[src/inc/hpio_pkg.sv]
/*
  Shared constants for the programmable I/O port block: register
  offsets, field codes, masks, reset values and mode encodings.
  Assumes a host bus with a 5-bit address and an 8-bit data path.
*/
package hpio_pkg;
  localparam int WIDE_W = 8;
  localparam int NARROW_W = 3;
  localparam int ADDR_W = 5;
  localparam int DATA_W = 8;
  localparam int IMC_GROUP = 4;

  // Address form for port registers is {1'b0, port, field}
  localparam logic [1:0] PORT_B = 2'h0;
  localparam logic [1:0] PORT_C = 2'h1;
  localparam logic [1:0] PORT_D = 2'h2;
  localparam logic [1:0] FLD_DIN = 2'h0;
  localparam logic [1:0] FLD_DOUT = 2'h1;
  localparam logic [1:0] FLD_DIR = 2'h2;
  localparam logic [1:0] FLD_DRV = 2'h3;
  localparam logic [ADDR_W-1:0] OFF_IMC_B = 5'h0c;
  localparam logic [ADDR_W-1:0] OFF_IMC_C = 5'h0d;
  localparam logic [ADDR_W-1:0] OFF_CELL_AB = 5'h0e;
  localparam logic [ADDR_W-1:0] OFF_CELL_BC = 5'h0f;

  localparam logic [DATA_W-1:0] REG_RESET = 8'h00;
  localparam logic [DATA_W-1:0] FULL_MASK = 8'hff;
  localparam logic [DATA_W-1:0] D_ACTIVE_MASK = 8'h07;
  localparam logic [WIDE_W-1:0] B_OD_MASK = 8'hf0;
  localparam logic [WIDE_W-1:0] B_SLEW_MASK = 8'h0f;
  localparam logic [WIDE_W-1:0] C_OD_MASK = 8'hff;
  localparam logic [WIDE_W-1:0] C_SLEW_MASK = 8'h00;
  localparam logic [NARROW_W-1:0] D_OD_MASK = 3'h0;
  localparam logic [NARROW_W-1:0] D_SLEW_MASK = 3'h7;

  typedef enum logic [1:0] {
    IMC_PASS = 2'b00,
    IMC_LATCH = 2'b01,
    IMC_REG = 2'b10
  } hpio_imc_mode_t;

  typedef enum logic [2:0] {
    RB_NONE = 3'b000,
    RB_LEVEL = 3'b001,
    RB_DOUT = 3'b010,
    RB_DIR = 3'b011,
    RB_DRV = 3'b100,
    RB_IMC_B = 3'b101,
    RB_IMC_C = 3'b110,
    RB_CELL = 3'b111
  } hpio_rb_src_t;
endpackage

[src/hw/hpio_pin_group.sv]
/*
  One port's pin logic: input synchroniser, optional input cells,
  output source select, output enable and drive type.
  Assumes register values and logic-array terms on sys_clk.
*/
`timescale 1ns/1ps
module hpio_pin_group
  import hpio_pkg::*;
#(
  parameter int W = 8,
  parameter bit HAS_IMC = 1'b1,
  parameter logic [W-1:0] OD_MASK = '0,
  parameter logic [W-1:0] SLEW_MASK = '0
) (
  input wire logic sys_clk,
  input wire logic rstn,
  input wire logic clkEn,
  input wire logic [W-1:0] pinIn,
  input wire logic [W-1:0] dataOut,
  input wire logic [W-1:0] dir,
  input wire logic [W-1:0] drive,
  input wire logic [W-1:0] cellSel,
  input wire logic [W-1:0] cellVal,
  input wire logic [W-1:0] ptDefined,
  input wire logic [W-1:0] enTerm,
  input wire logic [2*W-1:0] imcMode,
  input wire logic [1:0] imcGate,
  output logic [W-1:0] pinOut,
  output logic [W-1:0] pinOe,
  output logic [W-1:0] slewFast,
  output logic [W-1:0] pinLevel,
  output logic [W-1:0] arrayIn
);
  logic [W-1:0] sync1_q, sync2_q, sync3_q, level_q, level_d;
  logic [W-1:0] imc_q, imc_d, imcLoad, imcOut, gateBit, gateRise;
  logic [1:0] gatePrev_q;
  logic [W-1:0] drvVal, oeRaw, odOn, pinOut_d, pinOe_d;

  // Level changes only once the last two stages agree
  assign level_d = (~(sync2_q ^ sync3_q) & sync3_q) |
                   ((sync2_q ^ sync3_q) & level_q);

  // Input cells: one gate term for each group of four pins
  for (genvar i = 0; i < W; i++) begin : g_imc
    hpio_imc_mode_t md;
    assign md = hpio_imc_mode_t'(imcMode[2*i+1 -: 2]);
    assign gateBit[i] = imcGate[i / IMC_GROUP];
    assign gateRise[i] = gateBit[i] & ~gatePrev_q[i / IMC_GROUP];
    assign imcLoad[i] = (md == IMC_LATCH) ? gateBit[i] :
                        (md == IMC_REG) ? gateRise[i] : 1'b1;
    assign imcOut[i] = (md == IMC_PASS ||
                        (md == IMC_LATCH && gateBit[i])) ?
                       level_q[i] : imc_q[i];
  end
  assign imc_d = (imcLoad & level_q) | (~imcLoad & imc_q);
  assign arrayIn = HAS_IMC ? imcOut : level_q;
  assign pinLevel = level_q;

  // Array signal overrides the data-out bit on array-driven pins
  assign drvVal = (cellSel & cellVal) | (~cellSel & dataOut);
  // Undefined term: array output pins on, others follow direction
  assign oeRaw = dir | (ptDefined & enTerm) |
                 (~ptDefined & cellSel);
  // Open drain only ever pulls low; a high releases the pin
  assign odOn = OD_MASK & drive;
  assign pinOut_d = drvVal & ~odOn;
  assign pinOe_d = oeRaw & ~(odOn & drvVal);
  assign slewFast = drive & SLEW_MASK;

  // First stage feeds only the second stage
  always_ff @(posedge sys_clk) begin
    if (!rstn) begin
      sync1_q <= '0;
      sync2_q <= '0;
      sync3_q <= '0;
      level_q <= '0;
    end else if (clkEn) begin
      sync1_q <= pinIn;
      sync2_q <= sync1_q;
      sync3_q <= sync2_q;
      level_q <= level_d;
    end
  end

  // Input cell state and registered pin drive
  always_ff @(posedge sys_clk) begin
    if (!rstn) begin
      imc_q <= '0;
      gatePrev_q <= '0;
      pinOut <= '0;
      pinOe <= '0;
    end else if (clkEn) begin
      imc_q <= imc_d;
      gatePrev_q <= imcGate;
      pinOut <= pinOut_d;
      pinOe <= pinOe_d;
    end
  end
endmodule

[src/hw/hpio_ports.sv]
/*
  Three programmable I/O ports with their host-visible configuration
  registers and readback path, plus pin-level assertions.
  Assumes the host bus, logic-array terms and configuration inputs
  are synchronous to sys_clk; pin inputs may be asynchronous.
*/
`timescale 1ns/1ps
// How it works
// - Two eight-pin ports and one three-pin port, every pin separate.
// - Pin driver enable is array enable term OR direction bit.
// - No enable term and no array output: direction alone decides.
// - Output select: data-out, output cell, or chip select on port D.
// - Readback returns one source: level, data-out, direction, drive or cells.
// - First cell group to B only; second to B or C; IN_SYSTEM_PROGRAMMING on C.
// - Host mode: output pins follow data-out, inputs readable as level.
// - B and C inputs pass input cells; D inputs go straight in.
// - B from first or second group, C second group, D chip selects.
// - Array output floats when enable term low and direction zero.
// - Bit n maps to pin n; configuration registers reset to zero.
// - Ordinary bus reads and writes; data-in is read only.
// - Data-in read returns actual pin level, whoever drives it.
// - Data-out writes do not reach pins driven by the array.
// - Direction one means output, zero input; all inputs after reset.
// - B and C input cells act as register, latch or pass-through.
// - Drive bit: open drain on B7-4 and C, fast slew on B3-0 and D.
// - Only the low three direction bits of port D exist.
module hpio_ports
  import hpio_pkg::*;
#(
  parameter logic [WIDE_W-1:0] ISP_PIN_MASK = 8'h0f
) (
  input wire logic sys_clk,
  input wire logic rstn,
  input wire logic clkEn,
  input wire logic [ADDR_W-1:0] hostAddr,
  input wire logic [DATA_W-1:0] hostWrData,
  input wire logic hostWrEn,
  input wire logic hostRdEn,
  output logic [DATA_W-1:0] hostRdData,
  input wire logic [WIDE_W-1:0] portBIn,
  output logic [WIDE_W-1:0] portBOut,
  output logic [WIDE_W-1:0] portBOe,
  output logic [WIDE_W-1:0] portBFastSlew,
  input wire logic [WIDE_W-1:0] portCIn,
  output logic [WIDE_W-1:0] portCOut,
  output logic [WIDE_W-1:0] portCOe,
  input wire logic [NARROW_W-1:0] portDIn,
  output logic [NARROW_W-1:0] portDOut,
  output logic [NARROW_W-1:0] portDOe,
  output logic [NARROW_W-1:0] portDFastSlew,
  input wire logic [WIDE_W-1:0] firstCellOut,
  input wire logic [WIDE_W-1:0] secondCellOut,
  input wire logic [NARROW_W-1:0] extSelect,
  input wire logic [WIDE_W-1:0] bCellSel,
  input wire logic [WIDE_W-1:0] bSecondSel,
  input wire logic [WIDE_W-1:0] cCellSel,
  input wire logic [NARROW_W-1:0] dCellSel,
  input wire logic [WIDE_W-1:0] bPtDefined,
  input wire logic [WIDE_W-1:0] cPtDefined,
  input wire logic [NARROW_W-1:0] dPtDefined,
  input wire logic [WIDE_W-1:0] bEnTerm,
  input wire logic [WIDE_W-1:0] cEnTerm,
  input wire logic [NARROW_W-1:0] dEnTerm,
  input wire logic [2*WIDE_W-1:0] bImcMode,
  input wire logic [2*WIDE_W-1:0] cImcMode,
  input wire logic [1:0] bImcGate,
  input wire logic [1:0] cImcGate,
  input wire logic ispEnable,
  input wire logic [WIDE_W-1:0] ispOutVal,
  input wire logic [WIDE_W-1:0] ispOeVal,
  output logic [WIDE_W-1:0] bArrayIn,
  output logic [WIDE_W-1:0] cArrayIn,
  output logic [NARROW_W-1:0] dArrayIn
);
  logic [DATA_W-1:0] outVal_q [3];
  logic [DATA_W-1:0] dirBits_q [3];
  logic [DATA_W-1:0] drvSel_q [3];
  logic [DATA_W-1:0] rdData_q;
  logic [DATA_W-1:0] rdNext;
  logic [DATA_W-1:0] level [3];
  logic [WIDE_W-1:0] bLevel, cLevel;
  logic [NARROW_W-1:0] dLevel;
  logic [1:0] portIdx, fieldIdx;
  logic portHit;
  logic [2:0] wrPort;
  hpio_rb_src_t rbSrc;
  logic [WIDE_W-1:0] bCellVal, cRouted, ispOn;
  logic [WIDE_W-1:0] cSel, cVal, cPtDef, cEn;

  // Port D keeps only its three live bits
  function automatic logic [DATA_W-1:0] portMask(input logic [1:0] p);
    portMask = (p == PORT_D) ? D_ACTIVE_MASK : FULL_MASK;
  endfunction

  // Address to readback source; unmapped reads give zero
  function automatic hpio_rb_src_t srcOf(input logic [ADDR_W-1:0] a);
    if (!a[4] && a[3:2] != 2'h3) begin
      case (a[1:0])
        FLD_DIN: srcOf = RB_LEVEL;
        FLD_DOUT: srcOf = RB_DOUT;
        FLD_DIR: srcOf = RB_DIR;
        default: srcOf = RB_DRV;
      endcase
    end else begin
      case (a)
        OFF_IMC_B: srcOf = RB_IMC_B;
        OFF_IMC_C: srcOf = RB_IMC_C;
        OFF_CELL_AB: srcOf = RB_CELL;
        OFF_CELL_BC: srcOf = RB_CELL;
        default: srcOf = RB_NONE;
      endcase
    end
  endfunction

  // Host address decode
  assign portIdx = hostAddr[3:2];
  assign fieldIdx = hostAddr[1:0];
  assign portHit = !hostAddr[4] && (portIdx != 2'h3);
  assign rbSrc = srcOf(hostAddr);
  // Data-in field has no storage, so writes there fall away
  assign wrPort[0] = hostWrEn && portHit && portIdx == PORT_B;
  assign wrPort[1] = hostWrEn && portHit && portIdx == PORT_C;
  assign wrPort[2] = hostWrEn && portHit && portIdx == PORT_D;

  // Port register file, bit n of each register is pin n
  always_ff @(posedge sys_clk) begin
    if (!rstn) begin
      for (int p = 0; p < 3; p++) begin
        outVal_q[p] <= REG_RESET;
        dirBits_q[p] <= REG_RESET;
        drvSel_q[p] <= REG_RESET;
      end
    end else if (clkEn) begin
      for (int p = 0; p < 3; p++) begin
        if (wrPort[p]) begin
          case (fieldIdx)
            FLD_DOUT: outVal_q[p] <= hostWrData & portMask(2'(p));
            FLD_DIR: dirBits_q[p] <= hostWrData & portMask(2'(p));
            FLD_DRV: drvSel_q[p] <= hostWrData & portMask(2'(p));
            default: ;
          endcase
        end
      end
    end
  end

  // Pin levels as seen through the synchronisers
  assign level[0] = bLevel;
  assign level[1] = cLevel;
  assign level[2] = {5'h00, dLevel};

  // Readback buffer: exactly one source reaches the data bus
  assign rdNext =
    (rbSrc == RB_LEVEL) ? level[portIdx] :
    (rbSrc == RB_DOUT) ? outVal_q[portIdx] :
    (rbSrc == RB_DIR) ? dirBits_q[portIdx] :
    (rbSrc == RB_DRV) ? drvSel_q[portIdx] :
    (rbSrc == RB_IMC_B) ? bArrayIn :
    (rbSrc == RB_IMC_C) ? cArrayIn :
    (rbSrc == RB_CELL && hostAddr[0]) ? secondCellOut :
    (rbSrc == RB_CELL) ? firstCellOut : 8'h00;

  // Read data held in a register until the next read
  always_ff @(posedge sys_clk) begin
    if (!rstn) begin
      rdData_q <= REG_RESET;
    end else if (clkEn && hostRdEn) begin
      rdData_q <= rdNext;
    end
  end
  assign hostRdData = rdData_q;

  // Cell routing: a second-group cell lands on B or C, never both
  assign bCellVal = (bSecondSel & secondCellOut) |
                    (~bSecondSel & firstCellOut);
  assign cRouted = cCellSel & ~(bCellSel & bSecondSel);
  // Programming pins on C take the pin while programming is on
  assign ispOn = ispEnable ? ISP_PIN_MASK : 8'h00;
  assign cSel = cRouted | ispOn;
  assign cVal = (ispOn & ispOutVal) | (~ispOn & secondCellOut);
  assign cPtDef = cPtDefined | ispOn;
  assign cEn = (ispOn & ispOeVal) | (~ispOn & cEnTerm);

  // Port B: first or second cell group, input cells present
  hpio_pin_group #(
    .W(WIDE_W),
    .HAS_IMC(1'b1),
    .OD_MASK(B_OD_MASK),
    .SLEW_MASK(B_SLEW_MASK)
  ) u_port_b (
    .sys_clk(sys_clk),
    .rstn(rstn),
    .clkEn(clkEn),
    .pinIn(portBIn),
    .dataOut(outVal_q[0]),
    .dir(dirBits_q[0]),
    .drive(drvSel_q[0]),
    .cellSel(bCellSel),
    .cellVal(bCellVal),
    .ptDefined(bPtDefined),
    .enTerm(bEnTerm),
    .imcMode(bImcMode),
    .imcGate(bImcGate),
    .pinOut(portBOut),
    .pinOe(portBOe),
    .slewFast(portBFastSlew),
    .pinLevel(bLevel),
    .arrayIn(bArrayIn)
  );

  // Port C: second cell group and programming pins, all open drain
  hpio_pin_group #(
    .W(WIDE_W),
    .HAS_IMC(1'b1),
    .OD_MASK(C_OD_MASK),
    .SLEW_MASK(C_SLEW_MASK)
  ) u_port_c (
    .sys_clk(sys_clk),
    .rstn(rstn),
    .clkEn(clkEn),
    .pinIn(portCIn),
    .dataOut(outVal_q[1]),
    .dir(dirBits_q[1]),
    .drive(drvSel_q[1]),
    .cellSel(cSel),
    .cellVal(cVal),
    .ptDefined(cPtDef),
    .enTerm(cEn),
    .imcMode(cImcMode),
    .imcGate(cImcGate),
    .pinOut(portCOut),
    .pinOe(portCOe),
    .slewFast(),
    .pinLevel(cLevel),
    .arrayIn(cArrayIn)
  );

  // Port D: three pins, chip selects, inputs straight to the array
  hpio_pin_group #(
    .W(NARROW_W),
    .HAS_IMC(1'b0),
    .OD_MASK(D_OD_MASK),
    .SLEW_MASK(D_SLEW_MASK)
  ) u_port_d (
    .sys_clk(sys_clk),
    .rstn(rstn),
    .clkEn(clkEn),
    .pinIn(portDIn),
    .dataOut(outVal_q[2][NARROW_W-1:0]),
    .dir(dirBits_q[2][NARROW_W-1:0]),
    .drive(drvSel_q[2][NARROW_W-1:0]),
    .cellSel(dCellSel),
    .cellVal(extSelect),
    .ptDefined(dPtDefined),
    .enTerm(dEnTerm),
    .imcMode(6'h00),
    .imcGate(2'h0),
    .pinOut(portDOut),
    .pinOe(portDOe),
    .slewFast(portDFastSlew),
    .pinLevel(dLevel),
    .arrayIn(dArrayIn)
  );
endmodule

[config.mk]
export PLATFORM = sky130hd
export DESIGN_NAME = hpio_ports
export DESIGN_NICKNAME = d
export VERILOG_FILES = /design/src/inc/hpio_pkg.sv /design/src/hw/hpio_pin_group.sv /design/src/hw/hpio_ports.sv
export SDC_FILE = /design/constraint.sdc
export NUM_CORES = 1
export LEC_CHECK = 0
export ABC_CLOCK_PERIOD_IN_PS = 2400
export BUFFER_PORTS_ARGS = -buffer_cell sky130_fd_sc_hd__buf_2
export CAP_MARGIN = 40
export CELL_PAD_IN_SITES_DETAIL_PLACEMENT = 2
export CELL_PAD_IN_SITES_GLOBAL_PLACEMENT = 2
export CORE_MARGIN = 2
export CORE_UTILIZATION = 30
export DETAILED_ROUTE_END_ITERATION = 10
export PLACE_DENSITY_LB_ADDON = 0.1
export SLEW_MARGIN = 20
export SYNTH_ARGS = -nofsm -noshare
export SYNTH_HDL_FRONTEND = slang
export SYNTH_SLANG_ARGS = --single-unit
[constraint.sdc]
create_clock -name sys_clk -period 2.4 [get_ports sys_clk]
set_input_delay 0.24 -clock sys_clk [delete_from_list [all_inputs] [get_ports sys_clk]]
set_output_delay 0.24 -clock sys_clk [all_outputs]
set_load 0.005 [all_outputs]
==> reports/qor.yml <==
synth_top_area_cell: "dfxtp_1"
pwr_density_cell_mw_per_mm2: 604
io_buffer_count: 237
tightest_slew_ps: 781
cp_cell_sequence: "buf_2 -> inv_1 -> ha_1 -> or3_4 -> nor3_2 -> buf_4 -> nor4_1 -> nand2_1 -> a21o_1 -> a31oi_1"
slew-limit-headroom_pct: 47.4
grt_pass1_vias: 8725
postCtsSetupBuffers: 0
setup_viol: 0
fin_crit_ps: 1990
fmax_mhz: 503
antenna_found_initial: 5
drcViolationCount: 0
cts_buffer_depth: 2
ys_types: 54
core-area_mm2: 0.0325
multi_input_area_mm2: 0.00502
die-area_mm2: 0.0345
cts.reportedPaths.clkPinSlew_ps: 70
r2r_slack_ps: 810
worst_path_max_delay_cell: "nor4_1"
grt.total_usage_pct: 20.0
ys_async_sr_fraction_pct: 0
pin_count: 250
timing.setup.tns_ps: 0
cts_tree: "built"
synth_warnings: 0
cts_hold_buf: 0
h-tree-depth: 4
grt_overflow: 0
final-seq-area_mm2: 0.00455
synth_area_mm2: 0.00990
wl_mm: 34.1
synth.avg_cell_area_um2: 9.93
final_hold_viol_count: 0
ys.flop_type: "dfxtp_1"
cts_root_buf: "clkbuf_16"
ys_ff_latch: 199
area_growth_syn_to_layout_pct: 24.1
initial_utilization_pct: 30.4
first_pass_iters: 4
syn_inst: 997
grt_pass1_wl_mm: 51.4
cts_buffers: 17
post_cts_resized: 0
filler_cell_count: 3656
crit_path_max_fanout: 7
p_leak_nw: 5.30
gp_congestion: 0.800
nets: 1418
post_drt_via_cell_ratio: 4.95
synthTopCellsByArea: "dfxtp_1, edfxtp_1, mux2i_1, nor2b_1, o21ai_0"
hp-start: "portBIn[0]"
clock_sinks: 199
insertion_delay_ps: 450
synth_top_area_share_pct: 28.7
dpl_worst_slack_ps: -43.9
hp-class: "in -> reg"
required_ps: 2780
rows: 66
drv_slew: 0
synth_edf_count: 57
drive_gt1_share_pct: 27.8
status: "finished, final reports clean"
vias: 8399
placed_cell_area_mm2: 0.0118
rr_startpoint: "drvSel_q[0][5]"
peakVddDrop_mv: 0.513
rsz0062_at_grt: "no"
period_share_pct: 82.8
endpoint_kind: "register"
ant_nets: 0
startpoint_type: "input pin"
setup_ws_ps: 413
die_x_um: 186
cap_violations: 0
critPathArrivalTime_ps: 2370
crit_start: "hostAddr[0]"
drtIter0Drc: 279
fin_skew_ps: 8.30
hpwl_mm: 26.5
slowest_delay_ps: 590
die_height_um: 186
fin_area_mm2: 0.0123
seq_area_frac_synth_pct: 46.0
wl_per_cell_um: 20.1
path_class: "in -> reg"
grt_max_degree: 100
final cells by class:
type / count / area share [%]
multi-input cells: 725 / 40.8
flip-flops and latches: 199 / 37.0
repair buffers: 282 / 12.8
well taps: 442 / 4.50
clock buffers: 21 / 3.75
clock inverters: 11 / 0.601
inverters: 15 / 0.458
diodes: 2 / 0.0407
power breakdown:
group | internal [mW] | total, mW | switching (mW)
combinational | 0.464 | 1.03 | 0.564
sequential | 3.59 | 3.69 | 0.0957
clock | 1.38 | 2.70 | 1.32
critical path, delay by kind of cell:
family / cells / cell delay (ps)
adders and majority gates: 1 / 320
buffers and inverters: 3 / 430
AOI/OAI and AO/OA: 2 / 340
and+or+nand+nor: 4 / 1030
path summary, 6_finish.rpt:
check / endpoint / cells after the start
worst min register to register: u_port_c.pinOut[0] / 2
worst max-delay path: hostRdData[1] / 10
worst min-delay path: u_port_b.sync1_q[0] / 3
worst max register to register: hostRdData[5] / 4
per-stage QoR:
stage	instances	hold WS (ps)	utilization (%)	power [mW]
6_report	1697	49.3	37.8	7.42
5_1_grt	1697	38.9	37.8	7.76
4_1_cts	1695	34.9	37.8	7.54
3_5_place_dp	1663	467	36.1	4.81
3_3_place_gp	1663	456	36.1	4.79
2_1_floorplan	1000	409	-	4.31
cells in the final DEF (no fill, tap or decap), types with 9 or more instances in the layout:
master       n
a211oi_1    25
a21boi_0    35
a21o_1      21
a21oi_1     56
and2_1      29
buf_2      235
buf_4       43
clkbuf_16   17
dfxtp_1    142
edfxtp_1    57
inv_1       14
mux2_2      27
mux2i_1    134
nand2_1     59
nand3_1     10
nand3b_1     9
nor2_1      38
nor2b_1    110
o211ai_1     9
o21a_1      19
o21ai_0     77
synth_stat cells, types with 2 or more instances:
master,number
a211oi_1,25
a21boi_0,35
a21o_1,21
a21oi_1,56
a221oi_1,2
a22oi_1,4
a31oi_1,5
a32o_1,3
and2_1,29
buf_1,12
buf_2,7
buf_4,10
clkbuf_1,31
dfxtp_1,142
edfxtp_1,57
ha_1,4
inv_1,14
mux2_2,27
mux2i_1,134
nand2_1,59
nand2b_1,2
nand3_1,10
nand3b_1,9
nor2_1,38
nor2b_1,110
nor3_1,6
nor4_1,2
o211a_1,3
o211ai_1,9
o21a_1,19
o21ai_0,83
o22ai_1,4
o31ai_1,4
per-layer routing:
metal	up-vias	share of wire, %	GRT usage, %
met5	-	0.073	0
met4	6	0.75	4.03
met3	20	4.6	4.36
met2	169	48	33.8
met1	4133	46	26.2
li1	4071	-	-
cell families (layout without fill, tap and decap cells):
kind of cell	after synthesis	in the layout	share of synthesized area, %
AO/OA/AOI/OAI	283	283	18.4
adder cells (fa/ha/maj)	4	4	0.505
buffers and inverters	76	329	3.42
flip-flops	199	199	46.0
multiplexers	161	161	16.6
other	1	6	0.0379
AND/OR/NAND/NOR	273	273	15.0
Note: power is estimated with default switching activity, not from simulation.
